$ cat config.mk
export PLATFORM = sky130hd
export DESIGN_NAME = sbp_port
export DESIGN_NICKNAME = d
export VERILOG_FILES = /design/src/sbp_pkg.sv /design/src/sbp_port.sv
export SDC_FILE = /design/constraint.sdc
export NUM_CORES = 1
export LEC_CHECK = 0
export BUFFER_PORTS_ARGS = -buffer_cell sky130_fd_sc_hd__buf_2
export CORE_ASPECT_RATIO = 0.9
export CORE_MARGIN = 2
export CORE_UTILIZATION = 51
export DETAILED_ROUTE_END_ITERATION = 10
export PLACE_DENSITY = 0.81
export SKIP_LAST_GASP = 1
export SLEW_MARGIN = 20
export SYNTH_ARGS = -nofsm -noshare
export SYNTH_HDL_FRONTEND = slang
export SYNTH_SLANG_ARGS = --single-unit
$ cat constraint.sdc
create_clock -name SYS_CLK -period 1.9 [get_ports SYS_CLK]
set_input_delay 0.285 -clock SYS_CLK [delete_from_list [all_inputs] [get_ports SYS_CLK]]
set_output_delay 0.285 -clock SYS_CLK [all_outputs]
set_load 0.05 [all_outputs]
$ cat src/sbp_pkg.sv
/*
 * Package for the six-bit bidirectional port: register indices, widths,
 * reset values, pin drive encodings and function-select encodings.
 * Assumes a 32-bit Avalon-MM slave where each register takes one word.
 */
package sbp_pkg;
    // Register indices; the byte address is four times the index.
    localparam logic [15:0] IDX_PORT_DATA     = 16'hF218;
    localparam logic [15:0] IDX_PORT_DIR      = 16'hF219;
    localparam logic [15:0] IDX_DRIVE_CTL_LO  = 16'hF21A;
    localparam logic [15:0] IDX_DRIVE_CTL_HI  = 16'hF21B;
    localparam logic [15:0] IDX_FUNC_SEL_LO   = 16'hF21C;
    localparam logic [15:0] IDX_FUNC_SEL_HI   = 16'hF21D;

    localparam int          ADDR_W            = 18;
    localparam int          DATA_W            = 32;
    localparam int          PINS              = 6;
    localparam logic [7:0]  REG_RESET         = 8'h00;

    // Direction bit values.
    localparam logic        DIR_OUTPUT        = 1'b0;
    localparam logic        DIR_INPUT         = 1'b1;

    // Drive control pair {high bit, low bit}.
    localparam logic [1:0]  DRV_HIZ           = 2'h0;
    localparam logic [1:0]  DRV_P_OPEN        = 2'h1;
    localparam logic [1:0]  DRV_N_OPEN        = 2'h2;
    localparam logic [1:0]  DRV_CMOS          = 2'h3;
    localparam logic [1:0]  IN_HIZ            = 2'h0;
    localparam logic [1:0]  IN_PULL_DOWN      = 2'h1;
    localparam logic [1:0]  IN_PULL_UP        = 2'h2;

    // Function select pair {high bit, low bit}.
    localparam logic [1:0]  FN_PORT           = 2'h0;
    localparam logic [1:0]  FN_SECONDARY      = 2'h1;
    localparam logic [1:0]  FN_TERTIARY       = 2'h2;

    // Pin carrying the PWM output as its tertiary use.
    localparam int          PWM_PIN           = 4;

    typedef struct packed {
        logic [7:0]        port_data;
        logic [7:0]        port_direction;
        logic [7:0]        drive_ctl_lo;
        logic [7:0]        drive_ctl_hi;
        logic [7:0]        func_sel_lo;
        logic [7:0]        func_sel_hi;
        logic [PINS-1:0]   sync_a;
        logic [PINS-1:0]   sync_b;
        logic              ack;
        logic [DATA_W-1:0] rdata;
    } sbp_state_t;
endpackage

$ cat src/sbp_port.sv
/*
 * Six-bit bidirectional port with data, direction, drive control and
 * function select registers behind an Avalon-MM slave with waitrequest.
 * Assumes pin inputs are asynchronous to SYS_CLK, an external pad model
 * resolves out/enable/pull signals, and the converter and PWM blocks
 * sit outside and reach the pins through this port.
 */
// Our own choice: the Avalon-MM interface to the registers.
// Function
// Output-mode pins drive their data register bit.
// Output-mode data bits read back the written value.
// Input-mode data bits read the current pin level.
// Data bit 0 means low, 1 means high, for outputs and inputs.
// Direction bit 0 selects output, 1 input; output after reset.
// Port data register at index F218, eight bits, reset 00.
// Direction register at index F219, eight bits, reset 00.
// Drive control pair at F21A/F21B, byte access or sixteen-bit pair.
// Function select pair at F21C/F21D, byte access or sixteen-bit pair.
// Pin 0 secondary use is converter oscillation waveform input.
// Pin 1 secondary use is converter reference capacitor connection.
// Pin 2 secondary use is converter reference resistor connection.
// Pin 3 secondary use is converter resistor sensor connection.
// Pin 4 secondary is RC sensor connection, tertiary is PWM output.
// Pin 5 secondary use is converter oscillation monitor output.
// Control pair picks drive in output mode, pull in input mode.
// Bits 7 and 6 read as written and touch no pin.
// Input levels pass a two-flop synchroniser before being read.
`timescale 1ns/1ps
module sbp_port (
    input  wire logic                         SYS_CLK,
    input  wire logic                         RST_N,
    input  wire logic [sbp_pkg::ADDR_W-1:0]   AVS_ADDRESS,
    input  wire logic                         AVS_READ,
    input  wire logic                         AVS_WRITE,
    input  wire logic [sbp_pkg::DATA_W-1:0]   AVS_WRITEDATA,
    input  wire logic [3:0]                   AVS_BYTEENABLE,
    output logic      [sbp_pkg::DATA_W-1:0]   AVS_READDATA,
    output logic                              AVS_WAITREQUEST,
    input  wire logic [sbp_pkg::PINS-1:0]     PIN_IN,
    output logic      [sbp_pkg::PINS-1:0]     PIN_OUT,
    output logic      [sbp_pkg::PINS-1:0]     PIN_OE_N,
    output logic      [sbp_pkg::PINS-1:0]     PIN_PULL_UP,
    output logic      [sbp_pkg::PINS-1:0]     PIN_PULL_DOWN,
    input  wire logic [sbp_pkg::PINS-1:0]     CONV_OUT,
    input  wire logic [sbp_pkg::PINS-1:0]     CONV_OE_N,
    output logic      [sbp_pkg::PINS-1:0]     CONV_PIN_LEVEL,
    output logic                              OSC_WAVE_IN,
    input  wire logic                         PWM_CH_ZERO_OUT
);
    import sbp_pkg::*;

    sbp_state_t            st_q;
    sbp_state_t            st_d;
    logic [ADDR_W-3:0]     word_idx;
    logic                  req;
    logic [PINS-1:0]       pin_level;
    logic [7:0]            data_view;
    logic [DATA_W-1:0]     rd_mux;

    // The word index is the byte address divided by four.
    assign word_idx = AVS_ADDRESS[ADDR_W-1:2];
    assign req      = AVS_READ | AVS_WRITE;
    assign pin_level = st_q.sync_b;

    // One wait state: the request is answered on the second edge it is held.
    assign AVS_WAITREQUEST = req & ~st_q.ack;
    assign AVS_READDATA    = st_q.rdata;

    // Output bits show the register, input bits show the synchronised pin.
    always_comb begin
        data_view = st_q.port_data;
        for (int i = 0; i < PINS; i++) begin
            if (st_q.port_direction[i] == DIR_INPUT) begin
                data_view[i] = pin_level[i];
            end
        end
    end

    // Read multiplexer; unmapped indices return zero.
    always_comb begin
        rd_mux = '0;
        case (word_idx)
            IDX_PORT_DATA[ADDR_W-3:0]: begin
                rd_mux[7:0] = data_view;
            end
            IDX_PORT_DIR[ADDR_W-3:0]: begin
                rd_mux[7:0] = st_q.port_direction;
            end
            IDX_DRIVE_CTL_LO[ADDR_W-3:0]: begin
                rd_mux[15:0] = {st_q.drive_ctl_hi, st_q.drive_ctl_lo};
            end
            IDX_DRIVE_CTL_HI[ADDR_W-3:0]: begin
                rd_mux[7:0] = st_q.drive_ctl_hi;
            end
            IDX_FUNC_SEL_LO[ADDR_W-3:0]: begin
                rd_mux[15:0] = {st_q.func_sel_hi, st_q.func_sel_lo};
            end
            IDX_FUNC_SEL_HI[ADDR_W-3:0]: begin
                rd_mux[7:0] = st_q.func_sel_hi;
            end
            default: begin
                rd_mux = '0;
            end
        endcase
    end

    // Next state: bus handshake, register writes and the input synchroniser.
    always_comb begin
        st_d        = st_q;
        st_d.ack    = req & ~st_q.ack;
        st_d.sync_a = PIN_IN;
        st_d.sync_b = st_q.sync_a;
        if (AVS_READ && !st_q.ack) begin
            st_d.rdata = rd_mux;
        end
        // Writes take effect on the edge where waitrequest is low.
        if (AVS_WRITE && st_q.ack) begin
            case (word_idx)
                IDX_PORT_DATA[ADDR_W-3:0]: begin
                    if (AVS_BYTEENABLE[0]) begin
                        st_d.port_data = AVS_WRITEDATA[7:0];
                    end
                end
                IDX_PORT_DIR[ADDR_W-3:0]: begin
                    if (AVS_BYTEENABLE[0]) begin
                        st_d.port_direction = AVS_WRITEDATA[7:0];
                    end
                end
                IDX_DRIVE_CTL_LO[ADDR_W-3:0]: begin
                    if (AVS_BYTEENABLE[0]) begin
                        st_d.drive_ctl_lo = AVS_WRITEDATA[7:0];
                    end
                    if (AVS_BYTEENABLE[1]) begin
                        st_d.drive_ctl_hi = AVS_WRITEDATA[15:8];
                    end
                end
                IDX_DRIVE_CTL_HI[ADDR_W-3:0]: begin
                    if (AVS_BYTEENABLE[0]) begin
                        st_d.drive_ctl_hi = AVS_WRITEDATA[7:0];
                    end
                end
                IDX_FUNC_SEL_LO[ADDR_W-3:0]: begin
                    if (AVS_BYTEENABLE[0]) begin
                        st_d.func_sel_lo = AVS_WRITEDATA[7:0];
                    end
                    if (AVS_BYTEENABLE[1]) begin
                        st_d.func_sel_hi = AVS_WRITEDATA[15:8];
                    end
                end
                IDX_FUNC_SEL_HI[ADDR_W-3:0]: begin
                    if (AVS_BYTEENABLE[0]) begin
                        st_d.func_sel_hi = AVS_WRITEDATA[7:0];
                    end
                end
                default: begin
                    st_d.ack = st_d.ack;
                end
            endcase
        end
    end

    // State register; every register clears to zero on reset.
    always_ff @(posedge SYS_CLK or negedge RST_N) begin
        if (!RST_N) begin
            st_q <= '0;
        end else begin
            st_q <= st_d;
        end
    end

    // Per-pin drive, pull and function selection.
    generate
        for (genvar i = 0; i < PINS; i++) begin : g_pin
            logic [1:0] drv;
            logic [1:0] fn;
            logic       val;
            assign drv = {st_q.drive_ctl_hi[i], st_q.drive_ctl_lo[i]};
            assign fn  = {st_q.func_sel_hi[i], st_q.func_sel_lo[i]};
            // Tertiary PWM on pin 4 only; otherwise the port data bit.
            assign val = (i == PWM_PIN && fn == FN_TERTIARY) ?
                         PWM_CH_ZERO_OUT : st_q.port_data[i];

            always_comb begin
                PIN_OUT[i]       = 1'b0;
                PIN_OE_N[i]      = 1'b1;
                PIN_PULL_UP[i]   = 1'b0;
                PIN_PULL_DOWN[i] = 1'b0;
                if (fn == FN_SECONDARY) begin
                    // Converter owns the pin.
                    PIN_OUT[i]  = CONV_OUT[i];
                    PIN_OE_N[i] = CONV_OE_N[i];
                end else if (st_q.port_direction[i] == DIR_OUTPUT) begin
                    case (drv)
                        DRV_CMOS: begin
                            PIN_OUT[i]  = val;
                            PIN_OE_N[i] = 1'b0;
                        end
                        DRV_N_OPEN: begin
                            PIN_OUT[i]  = 1'b0;
                            PIN_OE_N[i] = val;
                        end
                        DRV_P_OPEN: begin
                            PIN_OUT[i]  = 1'b1;
                            PIN_OE_N[i] = ~val;
                        end
                        default: begin
                            PIN_OE_N[i] = 1'b1;
                        end
                    endcase
                end else begin
                    PIN_PULL_UP[i]   = (drv == IN_PULL_UP);
                    PIN_PULL_DOWN[i] = (drv == IN_PULL_DOWN);
                end
            end
        end
    endgenerate

    // Synchronised levels go to the converter; pin 0 is its waveform input.
    assign CONV_PIN_LEVEL = pin_level;
    assign OSC_WAVE_IN    = pin_level[0];
endmodule

==> results of run 1 <==
[per-layer routing]
layer  up-vias  part of all wire  global-route usage
met3        30             0.076              0.0482
met2       186              0.49               0.433
met5         -                 0                   0
met4         0             0.024              0.0890
li1       1629                 -                   -
met1      1790              0.41               0.325
[through the flow]
step	cells	hold slack (ns)	setup slack (ns)
6_report	612	0.0313	-0.0435
5_1_grt	612	0.0206	-0.185
4_1_cts	610	0.0284	-0.0385
3_5_place_dp	592	0.265	-0.409
3_3_place_gp	592	0.264	-0.355
2_1_floorplan	414	-0.0106	-0.341
[critical path, cell delays in order, from the launching register on]
cell and delay [ns]:
dfrtp_1 0.41, nor2b_1 0.16, mux2i_1 0.28, nand2_1 0.12, o21ai_2 0.09, a31oi_2 0.10, buf_6 0.16
[placed cells by master, fill, tap and decap left out, types with 9 or more instances in the layout]
| cell type | netlist | layout |
|---|---|---|
| dfrtp_1 | 77 | 77 |
| inv_1 | 13 | 13 |
| nor3b_2 | 0 | 12 |
| nand2_1 | 33 | 30 |
| o21ai_1 | 13 | 19 |
| mux2_2 | 32 | 31 |
| clkbuf_8 | 0 | 9 |
| buf_6 | 2 | 11 |
| buf_4 | 39 | 24 |
| buf_2 | 2 | 94 |
| conb_1 | 1 | 16 |
| mux2_4 | 8 | 9 |
| mux2i_1 | 12 | 12 |
| nor2_1 | 28 | 28 |
| a221oi_1 | 15 | 14 |
[state kept, by name (all words and copies together) (netlist names)]
register and cells:
CONV_PIN_LEVEL 6, st_q 18, data_view 2, AVS_READDATA 16, g_pin.fn 12, g_pin.drv 12
st_d 6, g_pin.val 5
[power by group through the flow]
| stage | registers, mW | clock network (mW) | logic (mW) |
|---|---|---|---|
| final | 1.71 | 1.19 | 0.554 |
| after global routing | 1.72 | 1.27 | 0.588 |
| after CTS | 1.71 | 1.19 | 0.543 |
| after detailed placement | 1.74 | 0 | 0.538 |
| after global placement | 1.74 | 0 | 0.530 |
| after floorplan | 1.74 | 0 | 0.420 |
[cell families (layout without fill, tap and decap cells)]
group / count (synthesis) / count (layout) / synth area share
AND/OR/NAND/NOR: 122 / 123 / 0.167
multiplexers: 52 / 52 / 0.143
buffers and inverters: 66 / 164 / 0.0981
other: 1 / 16 / 0.000891
AO/OA/AOI/OAI: 81 / 81 / 0.134
flip-flops: 77 / 77 / 0.458
[what timing repair did]
action / 4_1_cts / 5_1_grt
hold buffers: 1 / 0
buffers inserted: 2 / 0
gates cloned: 0 / 2
endpoints found under the setup margin: 15 / 54
endpoints found under the hold margin: 33 / 0
pin swaps: 0 / 12
resized for setup: 4 / 42
[worst paths after layout]
path | startpoint | endpoint | slack [ns]
max | g_pin[4].fn[0]$_DFFE_PN0P_ | PIN_OE_N[4] | -0.04
min | PIN_IN[4] | st_d[37]$_DFF_PN0_ | 0.03
max reg2reg | st_q[32]$_DFF_PN0_ | g_pin[3].fn[0]$_DFFE_PN0P_ | 0.23
min reg2reg | st_d[38]$_DFF_PN0_ | CONV_PIN_LEVEL[5]$_DFF_PN0_ | 0.35
max in group asynchronous | RST_N | st_d[36]$_DFF_PN0_ | 0.89
min in group asynchronous | RST_N | AVS_READDATA[12]$_DFFE_PN0P_ | 0.42
[layout make-up]
cell class | count | area share
Multi-Input combinational cell | 272 | 0.404
Sequential cell | 77 | 0.368
Timing Repair Buffer | 136 | 0.161
Clock buffer | 11 | 0.0251
Tap cell | 99 | 0.0236
Clock inverter | 4 | 0.00955
Inverter | 13 | 0.00931
[cells in the mapped netlist, drive strengths merged, types with 12 or more instances]
cell type and instances:
dfrtp 77, a221oi 15, mux2 40, nand2 36, buf 45, o21ai 28, nor2 28, inv 13
mux2i 12, nand2b 13, nor3b 12
==> flow_metrics.tcl, run 1 <==
set metrics [dict create \
    setup_tns_ns -0.158 \
    critPathMaxFanout 3 \
    rows 31 \
    ys_seq_elements 77 \
    p_clk_frac 0.344 \
    synthCells 399 \
    swShare 0.296 \
    rsz0062_at_grt "yes" \
    firstDrtPassIters 7 \
    drt_iter0_markers 265 \
    cts.clk_slew.worst_paths_ns 0.09 \
    initial_utilization 0.524 \
    post-route-cell-area_um2 5240 \
    synth-edff-count 0 \
    async_flop_share 1.00 \
    p_seq_frac 0.495 \
    cts_root_buffer "clkbuf_8" \
    slew_headroom 0.593 \
    synthTopCellsByArea "dfrtp_1 46%, mux2_2 8.6%, buf_4 7.0%" \
    maxCapViolations 0 \
    cts_sinks 77 \
    violations "negative setup slack" \
    p_int_mw 2.43 \
    antennaDiodeCount 0 \
    finalWirelength_um 11700 \
    max_freq_mhz 515 \
    via_count 3635 \
    comb_power_share 0.161 \
    grt_first_pass_wirelength_um 17900 \
    critPathRequiredTime_ns 1.62 \
    yosys_warnings 0 \
    holdPathStages 1 \
    tightestPinTransition_ns 0.610 \
    fp.dieW_um 99.8 \
    startpoint_type "flip-flop" \
    hold_viol 0 \
    cp-end-kind "output port" \
    finalClockSkew_ns 0.0134 \
    seq_area_frac_synth 0.458 \
    p_leak_nw 2.53 \
    core_area_um2 8030 \
    setup_ws_ns -0.0435 \
    cp_data_arrival_time_ns 1.66 \
    synth.top_cell.area_share 0.458 \
    yosysTopAreaCell "dfrtp_1" \
    status "finished, violations left" \
    slew_viol_final 0 \
    die_height_um 90.2 \
    ir_drop_v 0.000349 \
    area_growth_pct 24.5 \
    htreeDepth 3 \
    fin_nets 586 \
    drtAntennaViolNets 0 \
    p_sw_mw 1.02 \
    grt.overflow.total 0 \
    final_util 0.653 \
    grt_max_degree 45 \
    syn_area_per_cell_um2 10.6 \
    synth_cell_types 47 \
    cts_tree "built" \
    synth_ff_type "dfrtp_1" \
    drive_gt1_frac 0.454 \
    cts_buffer_depth 2 \
    dp_hpwl_um 7930 \
    r2r.worst_path.cells 3 \
    insertion_delay_ns 0.35 \
    hold_path.class "in2reg" \
    setup_viol 7 \
    vias_per_cell 5.94 \
    min_period_ns 1.94 \
    antenna_found_initial 0 \
    ios 141 \
    dpl-instance-area_um2 4850 \
    drc 0 \
    route.detailed.wl_per_inst_um 19.1 \
    syn_area_um2 4210 \
    gp_congestion 0.862 \
    grt_usage 0.255 \
    fillers 625 \
    crit_type "reg2out" \
    seq_area_um2 1930 \
    cts_made_buffers 9 \
    grt_pass1_vias 3542 \
    multi_input_area_um2 2120 \
    report.power.total_mw 3.45 \
    dieArea_um2 9000 \
    numPortBuffers 104 \
    powerDensity_nw_per_um2 658 \
    timing.final.crit_share 1.02 \
]
(Power assumes the default switching activity.)
==> run 2, diff against run 1 <==
Settings changed: PLACE_DENSITY 0.81 to 0.91, SKIP_LAST_GASP 1 to default.
==> run 2 against run 1 <==
The flow still finishes with violations (negative setup slack). Die area unchanged. Routed wire length down 2.4%. Sequential share of layout area up 0.85 points. Hold slack better by 0.0012 ns. Clock skew down 0.0036 ns. First-iteration DRC count up 17%. Final cell count down 0.98%. Flip-flop and latch count unchanged. Global-route usage up 0.43 points. Clock power down 13%. Critical path type is now in2reg. Critical endpoint is now g_pin[4].fn[0]$_DFFE_PN0P_. Largest cell class unchanged.
==> flow_metrics.tcl, run 2 (same netlist as run 1, synthesis figures left out) <==
set metrics [dict create \
    dp_slack_ns -0.403 \
    ios 141 \
    hold_viol 0 \
    critPathRequiredTime_ns 2.13 \
    drtAntennaViolNets 0 \
    cts.clk_slew.worst_paths_ns 0.07 \
    via_count 3583 \
    dieArea_um2 9000 \
    finalWirelength_um 11400 \
    layout_commonest_cell "buf_2" \
    max_freq_mhz 526 \
    timing.final.crit_share 1.00 \
    powerDensity_nw_per_um2 642 \
    drt_iter0_markers 309 \
    cts_made_buffers 9 \
    layout_common_cells "92 x buf_2, 76 x dfrtp_1, 32 x mux2_2, 30 x nand2_1, 28 x nor2_1" \
    dpl-instance-area_um2 4870 \
    status "finished, violations left" \
    cts_root_buffer "clkbuf_8" \
    startpoint_type "input port" \
    crit_family "simple AND/OR/NAND/NOR gates" \
    firstDrtPassIters 5 \
    drive_gt1_frac 0.440 \
    ir_drop_v 0.000584 \
    dp_hpwl_um 8120 \
    cts_buffer_depth 2 \
    worst_path_largest_cell_delay_ns 0.61 \
    finalClockSkew_ns 0.00987 \
    grt.overflow.total 0 \
    largest_register_ffs 18 \
    area_growth_pct 21.8 \
    p_leak_nw 2.44 \
    grt_first_pass_wirelength_um 18100 \
    drc 0 \
    violations "negative setup slack" \
    rsz0062_at_grt "yes" \
    antenna_found_initial 0 \
    post-route-cell-area_um2 5130 \
    die_height_um 90.2 \
    maxCapViolations 0 \
    grt_max_degree 44 \
    route.detailed.wl_per_inst_um 18.8 \
    cp_data_arrival_time_ns 2.14 \
    initial_utilization 0.524 \
    setup_ws_ns -0.00269 \
    htreeDepth 3 \
    slew_viol_final 0 \
    rows 31 \
    vias_per_cell 5.91 \
    insertion_delay_ns 0.35 \
    cp-end-kind "flip-flop" \
    fp.dieW_um 99.8 \
    final_util 0.639 \
    cts_tree "built" \
    setup_viol 2 \
    tightestPinTransition_ns 0.619 \
    report.power.total_mw 3.29 \
    critPathMaxFanout 8 \
    slew_headroom 0.586 \
    cp_cell_sequence "buf_6, or4b_4, or2_4, or4_4, mux2_4" \
    top_register "st_q" \
    crit_buf_inv 1 \
    grt_usage 0.259 \
    antennaDiodeCount 0 \
    hold_path.class "in2reg" \
    numPortBuffers 104 \
    core_area_um2 8030 \
    crit_type "in2reg" \
    gp_congestion 0.885 \
    cts_sinks 77 \
    cpMaxStageDelayCell "or4_4" \
    fin_nets 581 \
    min_period_ns 1.90 \
    grt_pass1_vias 3645 \
]
run 2: routing by layer:
layer  part of all wire  global-route usage  up-vias
li1                   -                   -     1609
met1               0.41               0.328     1749
met2               0.48               0.412      192
met3              0.086              0.0770       33
met4              0.026               0.112        0
met5                  0                   0        -
run 2: layout make-up:
| cell class | instances | area [um2] |
|---|---|---|
| clock buffer | 11 | 131 |
| clock inverter | 3 | 15.0 |
| multi-input combinational | 271 | 2050 |
| timing repair buffer | 132 | 832 |
| fill | 619 | 2900 |
| tap | 99 | 124 |
| sequential | 77 | 1930 |
| inverter | 13 | 48.8 |
run 2: what timing repair did:
action | in CTS | in global routing
hold buffers | 1 | 0
resized for setup | 5 | 26
pin swaps | 1 | 1
endpoints found under the hold margin | 34 | 0
setup endpoints to repair | 13 | 30
setup buffers | 2 | 0
run 2: final timing paths:
path / endpoint / depth (start not counted) / slack [ns] / from
worst min-delay path: st_d[37]$_DFF_PN0_ / 1 / 0.03 / PIN_IN[4]
worst max-delay path: g_pin[4].fn[0]$_DFFE_PN0P_ / 5 / -0.003 / AVS_ADDRESS[10]
worst min register to register: CONV_PIN_LEVEL[5]$_DFF_PN0_ / 0 / 0.35 / st_d[38]$_DFF_PN0_
max in group asynchronous: g_pin[0].drv[0]$_DFFE_PN0P_ / 3 / 0.89 / RST_N
worst max register to register: g_pin[4].fn[0]$_DFFE_PN0P_ / 3 / 0.13 / st_q[32]$_DFF_PN0_
min in group asynchronous: st_d[38]$_DFF_PN0_ / 2 / 0.43 / RST_N
run 2: per-stage QoR:
step / setup TNS [ns] / cells / hold WS [ns]
2_1_floorplan: -13.07 / 414 / -0.0106
3_3_place_gp: -15.48 / 589 / 0.265
3_5_place_dp: -17.57 / 589 / 0.266
4_1_cts: -0.0430 / 606 / 0.0230
5_1_grt: -0.170 / 606 / 0.0205
6_report: -0.00450 / 606 / 0.0325
run 2: report_power, final:
group	internal, mW	total [mW]	switching, mW
registers	1.69	1.71	0.0264
clock network	0.454	1.03	0.578
logic	0.140	0.545	0.405
